### config.mk
export PLATFORM = sky130hd
export DESIGN_NAME = fieldbus_master_status_leds
export DESIGN_NICKNAME = d
export VERILOG_FILES = /design/src/led_status_pkg.sv /design/src/fieldbus_master_status_leds.sv
export SDC_FILE = /design/constraint.sdc
export NUM_CORES = 1
export LEC_CHECK = 0
export BUFFER_PORTS_ARGS = -buffer_cell sky130_fd_sc_hd__buf_2
export CAP_MARGIN = 40
export CORE_ASPECT_RATIO = 1.75
export CORE_MARGIN = 5
export CORE_UTILIZATION = 35
export DETAILED_ROUTE_END_ITERATION = 12
export MAX_ROUTING_LAYER = met4
export SETUP_SLACK_MARGIN = 0.02
export SLEW_MARGIN = 40
export SYNTH_ARGS = -nofsm -noshare
export SYNTH_HDL_FRONTEND = slang
export SYNTH_SLANG_ARGS = --single-unit
export TNS_END_PERCENT = 1
### constraint.sdc
create_clock -name clk -period 5.25 [get_ports clk]
set_input_delay 1.05 -clock clk [delete_from_list [all_inputs] [get_ports clk]]
set_output_delay 1.05 -clock clk [all_outputs]
set_load 0.01 [all_outputs]
### src/led_status_pkg.sv
// package for the fieldbus master status indicator block
// assumes a 10 MHz module clock and a plain strobe register port
`default_nettype none

package led_status_pkg;

  // ------------------------------------------------------------
  // clock and flash timing
  // ------------------------------------------------------------
  localparam int unsigned CLK_HZ          = 10_000_000;
  localparam int unsigned FLASH_HALF_MS   = 250;
  localparam int unsigned FLASH_HALF_CYC  = CLK_HZ / 1000 * FLASH_HALF_MS;
  localparam int unsigned WDOG_MS         = 100;
  localparam int unsigned WDOG_CYC        = CLK_HZ / 1000 * WDOG_MS;

  // ------------------------------------------------------------
  // operation modes (switch encoding)
  // ------------------------------------------------------------
  localparam logic [3:0] MODE_RUN0  = 4'h0;
  localparam logic [3:0] MODE_PARAM = 4'h1;
  localparam logic [3:0] MODE_RUNE  = 4'he;

  // ------------------------------------------------------------
  // shared buffer words
  // ------------------------------------------------------------
  localparam logic [11:0] WORD_XCHG_STATUS = 12'h000; // word 0, bit 0
  localparam logic [11:0] WORD_XCHG_REQ    = 12'h002; // word 2, bit 0
  localparam logic [11:0] WORD_TROUBLE_LO  = 12'h85c; // word 2140
  localparam logic [11:0] WORD_TROUBLE_HI  = 12'h883; // word 2179
  localparam logic [11:0] WORD_IRQ_STATUS  = 12'hf00;
  localparam logic [11:0] WORD_IRQ_ENABLE  = 12'hf01;
  localparam logic [11:0] WORD_IRQ_CLEAR   = 12'hf02;
  localparam logic [11:0] WORD_LED_STATUS  = 12'hf03;
  localparam int unsigned TROUBLE_WORDS    = 40;

  // ------------------------------------------------------------
  // event bit positions
  // ------------------------------------------------------------
  localparam int unsigned EV_WDOG    = 0;
  localparam int unsigned EV_FAULT   = 1;
  localparam int unsigned EV_RSPERR  = 2;
  localparam int unsigned EV_XCHG    = 3;
  localparam int unsigned EV_BITS    = 4;

  localparam logic [15:0] RESET_WORD = 16'h0000;

endpackage : led_status_pkg

`default_nettype wire

### src/fieldbus_master_status_leds.sv
// status indicators of the fieldbus master, plus host buffer word port
// assumes host strobes are one cycle and synchronous to clk
//
// Operation
// run indicator lit normally, off once the watchdog expires
// host sets word 2 bit 0 to request cyclic exchange
// slave diagnostics stored in words 2140 to 2179 for the host
// send/receive indicator steady while starting or stopping exchange
// send/receive flashes while exchanging, off when no exchange
// word 0 bit 0 reports exchange started or ended
// token steady in mode 0/E single master, flashing if multi master
// token off whenever mode is not 0 or E
// ready lit exactly in mode 0 or E
// buffer access indicator lit while host reads or writes words
// parameter set lit in mode 1, off in mode 0 or E
// parameter set flashes in mode 1 when no parameters stored
// response error lit on slave exchange fault, off otherwise
// on request rising edge, fault lit if no slave or address clash
// all flashing shares one prescaler rate
`timescale 1ns/1ps
`default_nettype none

module fieldbus_master_status_leds
  import led_status_pkg::*;
#(
  parameter int unsigned FLASH_CYC = FLASH_HALF_CYC,
  parameter int unsigned WDOG_LEN  = WDOG_CYC
)(
  // clock and reset
  input  wire  logic        clk,
  input  wire  logic        rst_n,
  // host buffer word port
  input  wire  logic [11:0] addr,
  input  wire  logic [15:0] wdata,
  input  wire  logic        wr_stb,
  input  wire  logic        rd_stb,
  output logic       [15:0] rdata,
  // internal state of the master
  input  wire  logic [3:0]  op_mode,
  input  wire  logic        wdog_kick,
  input  wire  logic        multi_master,
  input  wire  logic        param_stored,
  input  wire  logic        xchg_busy_start,
  input  wire  logic        xchg_active,
  input  wire  logic        slave_fault,
  input  wire  logic        no_active_slave,
  input  wire  logic        addr_clash,
  input  wire  logic        diag_we,
  input  wire  logic [5:0]  diag_idx,
  input  wire  logic [15:0] diag_data,
  // indicators and interrupt
  output logic              run_indicator,
  output logic              send_receive_indicator,
  output logic              token_indicator,
  output logic              module_ready_indicator,
  output logic              host_buffer_access_indicator,
  output logic              parameter_set_indicator,
  output logic              slave_response_error_indicator,
  output logic              fault_indicator,
  output logic              xchg_request,
  output logic              irq
);

  // ------------------------------------------------------------
  // state
  // ------------------------------------------------------------
  typedef struct packed {
    logic [31:0]        flash_cnt;
    logic               flash;
    logic [31:0]        wdog_cnt;
    logic               wdog_expired;
    logic               req;
    logic               req_prev;
    logic               fault;
    logic               access;
    logic [EV_BITS-1:0] irq_stat;
    logic [EV_BITS-1:0] irq_en;
    logic [15:0]        rdata;
    logic [7:0]         leds;
  } state_t;

  state_t s_q;
  state_t s_d;
  logic [15:0] trouble_mem [TROUBLE_WORDS];
  logic        mode_run;
  logic        in_trouble;
  logic [5:0]  trouble_idx;
  logic [EV_BITS-1:0] ev;

  assign mode_run    = (op_mode == MODE_RUN0) || (op_mode == MODE_RUNE);
  assign in_trouble  = (addr >= WORD_TROUBLE_LO) && (addr <= WORD_TROUBLE_HI);
  assign trouble_idx = 6'(addr - WORD_TROUBLE_LO);

  // diagnostics area written by the slave side, read by the host
  always_ff @(posedge clk)
  begin
    if (diag_we && (diag_idx < 6'(TROUBLE_WORDS)))
    begin
      trouble_mem[diag_idx] <= diag_data;
    end
  end

  // ------------------------------------------------------------
  // next state
  // ------------------------------------------------------------
  always_comb
  begin
    s_d = s_q;
    ev  = '0;
    // one shared prescaler keeps every flash at the same rate
    if (s_q.flash_cnt >= FLASH_CYC - 1)
    begin
      s_d.flash_cnt = '0;
      s_d.flash     = ~s_q.flash;
    end
    else
    begin
      s_d.flash_cnt = s_q.flash_cnt + 32'h0000_0001;
    end
    // watchdog: sticky once expired, only reset brings it back
    if (wdog_kick)
    begin
      s_d.wdog_cnt = '0;
    end
    else if (!s_q.wdog_expired)
    begin
      if (s_q.wdog_cnt >= WDOG_LEN - 1)
      begin
        s_d.wdog_expired = 1'b1;
        ev[EV_WDOG]      = 1'b1;
      end
      else
      begin
        s_d.wdog_cnt = s_q.wdog_cnt + 32'h0000_0001;
      end
    end
    // host writes the exchange request bit
    if (wr_stb && addr == WORD_XCHG_REQ)
    begin
      s_d.req = wdata[0];
    end
    s_d.req_prev = s_q.req;
    // fault checked on request rising edge, cleared on falling edge
    if (s_q.req && !s_q.req_prev)
    begin
      s_d.fault = no_active_slave || addr_clash;
      ev[EV_FAULT] = no_active_slave || addr_clash;
    end
    else if (!s_q.req)
    begin
      s_d.fault = 1'b0;
    end
    ev[EV_RSPERR] = slave_fault;
    ev[EV_XCHG]   = xchg_active && !s_q.leds[1];
    // access lamp follows host strobes, held one cycle
    s_d.access = wr_stb || rd_stb;
    // read data, one cycle after the strobe
    s_d.rdata = '0;
    if (rd_stb)
    begin
      if (addr == WORD_XCHG_STATUS)
        s_d.rdata = {15'h0000, xchg_active};
      else if (addr == WORD_XCHG_REQ)
        s_d.rdata = {15'h0000, s_q.req};
      else if (in_trouble)
        s_d.rdata = trouble_mem[trouble_idx];
      else if (addr == WORD_IRQ_STATUS)
        s_d.rdata = {12'h000, s_q.irq_stat};
      else if (addr == WORD_IRQ_ENABLE)
        s_d.rdata = {12'h000, s_q.irq_en};
      else if (addr == WORD_LED_STATUS)
        s_d.rdata = {8'h00, s_q.leds};
      else
        s_d.rdata = RESET_WORD;
    end
    // interrupt: clear first, a same-cycle event wins
    if (wr_stb && addr == WORD_IRQ_ENABLE)
      s_d.irq_en = wdata[EV_BITS-1:0];
    if (wr_stb && addr == WORD_IRQ_CLEAR)
      s_d.irq_stat = s_q.irq_stat & ~wdata[EV_BITS-1:0];
    s_d.irq_stat = s_d.irq_stat | ev;
    // indicator bits
    s_d.leds[0] = !s_q.wdog_expired;
    if (xchg_busy_start)
      s_d.leds[1] = 1'b1;
    else if (xchg_active)
      s_d.leds[1] = s_q.flash;
    else
      s_d.leds[1] = 1'b0;
    if (mode_run)
      s_d.leds[2] = multi_master ? s_q.flash : 1'b1;
    else
      s_d.leds[2] = 1'b0;
    s_d.leds[3] = mode_run;
    s_d.leds[4] = s_q.access;
    if (op_mode == MODE_PARAM)
      s_d.leds[5] = param_stored ? 1'b1 : s_q.flash;
    else
      s_d.leds[5] = 1'b0;
    s_d.leds[6] = slave_fault;
    s_d.leds[7] = s_q.fault;
  end

  // register the whole state
  always_ff @(posedge clk or negedge rst_n)
  begin
    if (!rst_n)
      s_q <= '0;
    else
      s_q <= s_d;
  end

  // ------------------------------------------------------------
  // outputs
  // ------------------------------------------------------------
  assign rdata                          = s_q.rdata;
  assign run_indicator                  = s_q.leds[0];
  assign send_receive_indicator         = s_q.leds[1];
  assign token_indicator                = s_q.leds[2];
  assign module_ready_indicator         = s_q.leds[3];
  assign host_buffer_access_indicator   = s_q.leds[4];
  assign parameter_set_indicator        = s_q.leds[5];
  assign slave_response_error_indicator = s_q.leds[6];
  assign fault_indicator                = s_q.leds[7];
  assign xchg_request                   = s_q.req;
  assign irq                            = |(s_q.irq_stat & s_q.irq_en);

  // ------------------------------------------------------------
  // assertions
  // ------------------------------------------------------------
  property p_run_off;
    @(posedge clk) disable iff (!rst_n) s_q.wdog_expired |=> !run_indicator;
  endproperty
  a_run_off: assert property (p_run_off) else $error("run lit after watchdog");

  property p_req;
    @(posedge clk) disable iff (!rst_n)
      (wr_stb && addr == WORD_XCHG_REQ) |=> (xchg_request == $past(wdata[0]));
  endproperty
  a_req: assert property (p_req) else $error("request bit not stored");

  property p_sr_steady;
    @(posedge clk) disable iff (!rst_n) xchg_busy_start |=> send_receive_indicator;
  endproperty
  a_sr_steady: assert property (p_sr_steady) else $error("send lamp not steady");

  property p_sr_off;
    @(posedge clk) disable iff (!rst_n)
      (!xchg_busy_start && !xchg_active) |=> !send_receive_indicator;
  endproperty
  a_sr_off: assert property (p_sr_off) else $error("send lamp lit idle");

  property p_status_word;
    @(posedge clk) disable iff (!rst_n)
      (rd_stb && addr == WORD_XCHG_STATUS) |=> (rdata[0] == $past(xchg_active));
  endproperty
  a_status_word: assert property (p_status_word) else $error("status word wrong");

  property p_token_off;
    @(posedge clk) disable iff (!rst_n) !mode_run |=> !token_indicator;
  endproperty
  a_token_off: assert property (p_token_off) else $error("token lit off mode");

  property p_ready;
    @(posedge clk) disable iff (!rst_n) rst_n |=> (module_ready_indicator == $past(mode_run));
  endproperty
  a_ready: assert property (p_ready) else $error("ready lamp wrong");

  property p_access;
    @(posedge clk) disable iff (!rst_n) (wr_stb || rd_stb) |=> ##1 host_buffer_access_indicator;
  endproperty
  a_access: assert property (p_access) else $error("access lamp missing");

  property p_rsp;
    @(posedge clk) disable iff (!rst_n) slave_fault |=> slave_response_error_indicator;
  endproperty
  a_rsp: assert property (p_rsp) else $error("response error not lit");

  property p_fault;
    @(posedge clk) disable iff (!rst_n)
      ($rose(xchg_request) && (no_active_slave || addr_clash)) |=> ##1 fault_indicator;
  endproperty
  a_fault: assert property (p_fault) else $error("fault not lit");

  // the sampled reset term keeps the first edge after release quiet, since the
  // lamps still show their reset values there although the inputs already ask for light
  property p_token_steady;
    @(posedge clk) disable iff (!rst_n)
      (rst_n && mode_run && !multi_master) |=> token_indicator;
  endproperty
  a_token_steady: assert property (p_token_steady) else $error("token not steady");

  property p_token_flash;
    @(posedge clk) disable iff (!rst_n)
      (rst_n && mode_run && multi_master) |=> (token_indicator == $past(s_q.flash));
  endproperty
  a_token_flash: assert property (p_token_flash) else $error("token not flashing");

  property p_param_steady;
    @(posedge clk) disable iff (!rst_n)
      (rst_n && op_mode == MODE_PARAM && param_stored) |=> parameter_set_indicator;
  endproperty
  a_param_steady: assert property (p_param_steady) else $error("param lamp off");

  property p_param_off;
    @(posedge clk) disable iff (!rst_n) mode_run |=> !parameter_set_indicator;
  endproperty
  a_param_off: assert property (p_param_off) else $error("param lamp lit in run");

  property p_param_flash;
    @(posedge clk) disable iff (!rst_n)
      (rst_n && op_mode == MODE_PARAM && !param_stored)
        |=> (parameter_set_indicator == $past(s_q.flash));
  endproperty
  a_param_flash: assert property (p_param_flash) else $error("param not flashing");

  property p_sr_flash;
    @(posedge clk) disable iff (!rst_n)
      (rst_n && !xchg_busy_start && xchg_active)
        |=> (send_receive_indicator == $past(s_q.flash));
  endproperty
  a_sr_flash: assert property (p_sr_flash) else $error("send lamp not flashing");

  property p_rsp_off;
    @(posedge clk) disable iff (!rst_n) !slave_fault |=> !slave_response_error_indicator;
  endproperty
  a_rsp_off: assert property (p_rsp_off) else $error("response error stuck");

  property p_fault_clear;
    @(posedge clk) disable iff (!rst_n) !xchg_request |=> ##1 !fault_indicator;
  endproperty
  a_fault_clear: assert property (p_fault_clear) else $error("fault lamp stuck");

  property p_flash_hold;
    @(posedge clk) disable iff (!rst_n)
      (s_q.flash_cnt != 32'(FLASH_CYC - 1)) |=> $stable(s_q.flash);
  endproperty
  a_flash_hold: assert property (p_flash_hold) else $error("flash off its rate");

  c_flash: cover property (@(posedge clk) disable iff (!rst_n) $rose(s_q.flash));
  c_fault: cover property (@(posedge clk) disable iff (!rst_n) $rose(fault_indicator));
  c_irq:   cover property (@(posedge clk) disable iff (!rst_n) $rose(irq));
  c_expire: cover property (@(posedge clk) disable iff (!rst_n) $rose(s_q.wdog_expired));
  c_xchg:  cover property (@(posedge clk) disable iff (!rst_n) $rose(xchg_request));

endmodule : fieldbus_master_status_leds

`default_nettype wire

==> results.md <==
* FF-to-FF setup slack at 2.62 ns
* Hold-fix buffers, CTS at 0
* Placer Congestion at slightly above 0.8
* Overflow left after global routing at 0
* WP data required at between 5 and 6 ns
* Pwr Density at ~360 nW/um^2
* Die Y at between 300 and 400 um
* Post-layout util at between 40 and 50%
* CP endpoint kind: flip-flop
* Met2 WL at between 30 and 40 mm
* Max-cap violation count at 0
* Crit path max fanout at 50
* Ratio of cells with drive above 1 in the final layout at 25.22%
* Worst Setup SP: addr[2]
* Post-DP HPWL at 42.29 mm
* Most common cell after layout, fill and taps aside: edfxtp_1
* Critical path type: input pin to flip-flop
* Total GRT Usage at 15.34%
* Post-CTS Resized at 0
* WL met3 at about 3.4 mm
* Final setup fails at 0
* Core Box Area at 82,260 um^2
* Initial antenna violation count at 11
* CTS Buf Count at 67
* Sequential area share after synthesis at around three quarters
* Startpoint types: input pin
* Die area at 89,090 um^2
* Reg2reg start: s_q[45]
* Starting density of the core at between 30% and 40%
* FMAX at ~320 MHz
* Post-Syn Area per Cell at about 19 um^2
* Dpl cell area at ~31,000 um^2
* NumNets Final at 1,721
* # port buffers at 80
* Ports at 93
* Peak VDD IR at between 0.00015 and 0.0002 V
* WL met1 at 24.86 mm
* Detailed-route wire length at 66.98 mm
* RSZ-0062 raised after global routing: no
* Clock Tree Buf Depth at 3
* Via count at about 15,000
* Post-CTS Setup Inserts at 0
* Tightest Pin Transition at approximately 0.87 ns
* Yosys cell types at 61
* Design Area, Final at 33,210 um^2
* Largest net degree at the start of global routing at between 70 and 80
* Worst slew margin at a little over two fifths
* CTS Sinks at around 740
* Worst path max stage delay at between 0.5 and 0.6 ns
* Total of warnings raised by yosys at 0
* DRT iter0 DRCs at around 1,200
* Min Hold Slack at about 0.35 ns
* Final min period at around 3.2 ns
* Post-synth EDFFs at 640
* Outcome: finished, final reports clean
* Area growth syn-to-layout at 14.33%
* Ys flop type: edfxtp_1
* CP arrival at 3.67 ns
* Post-synthesis cell count at between 1,500 and 2,000
* R2R cell count at 6
* Commonest non-fill, non-tap cells in the layout: 640 x edfxtp_1, 161 x mux4_2, 102 x dfrtp_1
* Die X at roughly 230 um
* Clock Latency Late Sink at 0.61 ns
* Reg clk slew, reported paths at around 0.070 ns
* CTS tree: done
* Slowest CP cell: buf_4
* Sum of negative setup slack at 0 ns
* Via density at between 5 and 6
* Fillers at between 7,000 and 8,000
* Number of H-tree levels at 3
* HP Class: flip-flop to flip-flop
* Pins Over Slew Limit at 0
* Layout Skew at about 0.021 ns
* Yosys reg bits at approximately 740
* Drt pass-1 iters at 7
* Final period util at approximately three fifths
* ANT nets after route at 0
* Root buffer cell: clkbuf_16
* Crit path to: rdata[12]
* Row count at around 140
* RR Endpoint: s_q[49]
* Mapped Area at 29,050 um^2
* Top sig layer: met4
* P_leak at between 0.01 and 0.015 uW
* Post-synth ARST share at between 10% and 20%
* Final hold violations at 0
* First-pass GRT wire length at between 100 and 150 mm
* Wire per inst at roughly 24 um
* Number of global-route vias before repair at about 16,000
* CP cell instances: buf_2, buf_4, nand3_1, xnor2_1, nand2_1, a221oi_1, o21ai_0, o211a_1
* DRC at 0
final cells by class:
class / instances / area, um^2 / area share [%]
inverters: 11 / 41.29 / 0.1243
flip-flops and latches: 742 / 21770 / 65.55
diodes: 10 / 25.02 / 0.07534
multi-input cells: 690 / 6870 / 20.69
well taps: 1057 / 1323 / 3.982
repair buffers: 138 / 940.9 / 2.833
clock buffers: 85 / 1814 / 5.462
clock inverters: 39 / 427.9 / 1.288
critical path: cells and delay by family:
family	cells	cell delay (ns)
buffers and inverters	2	0.66
AOI/OAI and AO/OA	3	0.73
xor gates and xnor gates	1	0.45
and+or+nand+nor	2	0.75
cells by family (layout without fill, tap and decap cells):
group	Yosys count	after routing	share of synthesized area (%)
AOI/OAI and AO/OA	148	148	3.441
xor gates and xnor gates	31	31	0.9347
adders and majority gates	4	4	0.1723
buffers and inverters	97	273	1.581
DFF	742	742	74.95
muxes	205	205	14.04
other	1	20	0.01291
and+or+nand+nor	292	292	4.871
worst min-delay path by stage:
| stage | startpoint | cells past startpoint | end | slack [ns] |
|---|---|---|---|---|
| 4_1_cts | s_d[4] | 0 | host_buffer_access_indicator | 0.35 |
| 2_1_floorplan | s_d[4] | 0 | host_buffer_access_indicator | 0.33 |
| 3_5_place_dp | s_d[4] | 0 | host_buffer_access_indicator | 0.34 |
| 3_3_place_gp | s_d[4] | 0 | host_buffer_access_indicator | 0.34 |
| 6_report | s_d[4] | 0 | host_buffer_access_indicator | 0.35 |
| 5_1_grt | s_d[4] | 0 | host_buffer_access_indicator | 0.36 |
sequential cells by signal, indices dropped and copies added, names as in the netlist:
signal and count:
module_ready_indicator 1, trouble_mem 640, parameter_set_indicator 1, token_indicator 1, slave_response_error_indicator 1, fault_indicator 1
run_indicator 1, rdata 16, s_d 2, host_buffer_access_indicator 1, xchg_request 1, send_receive_indicator 1
s_q 75
power breakdown:
| part | leakage, uW | internal, uW | switching [uW] | total [uW] |
|---|---|---|---|---|
| clock | 0.00109 | 2870 | 2130 | 5000 |
| sequential | 0.00712 | 6450 | 11.5 | 6460 |
| combinational | 0.00285 | 209 | 372 | 581 |
| total | 0.0111 | 9530 | 2510 | 12000 |
metal layers:
layer	up-vias	global-route usage, %
li1	6376	-
met3	97	2.757
met2	395	28.13
met5	-	-
met4	0	4.910
met1	7701	17.01
Yosys cell counts (14+ instances only):
master | number | area share, %
buf_2 | 22 | 0.38
o21ai_0 | 41 | 0.71
a21oi_1 | 16 | 0.28
mux2i_1 | 34 | 1.2
dfrtp_1 | 102 | 8.8
xor2_1 | 24 | 0.72
a31oi_1 | 14 | 0.30
edfxtp_1 | 640 | 66
buf_4 | 16 | 0.41
nor2_1 | 101 | 1.3
nand3_1 | 27 | 0.47
a22oi_1 | 20 | 0.52
mux4_2 | 161 | 12
clkbuf_1 | 43 | 0.56
nor2b_1 | 17 | 0.37
nand2_1 | 65 | 0.84
metrics by stage:
stage | power (uW) | std cells | setup slack [ns]
2_1_floorplan | 6900 | 1529 | 1.659
3_3_place_gp | 7160 | 2636 | 1.476
3_5_place_dp | 7178 | 2637 | 1.471
4_1_cts | 12160 | 2761 | 2.113
5_1_grt | 12450 | 2772 | 1.958
6_report | 12040 | 2772 | 2.079
Note: power is estimated with default switching activity, not from simulation.
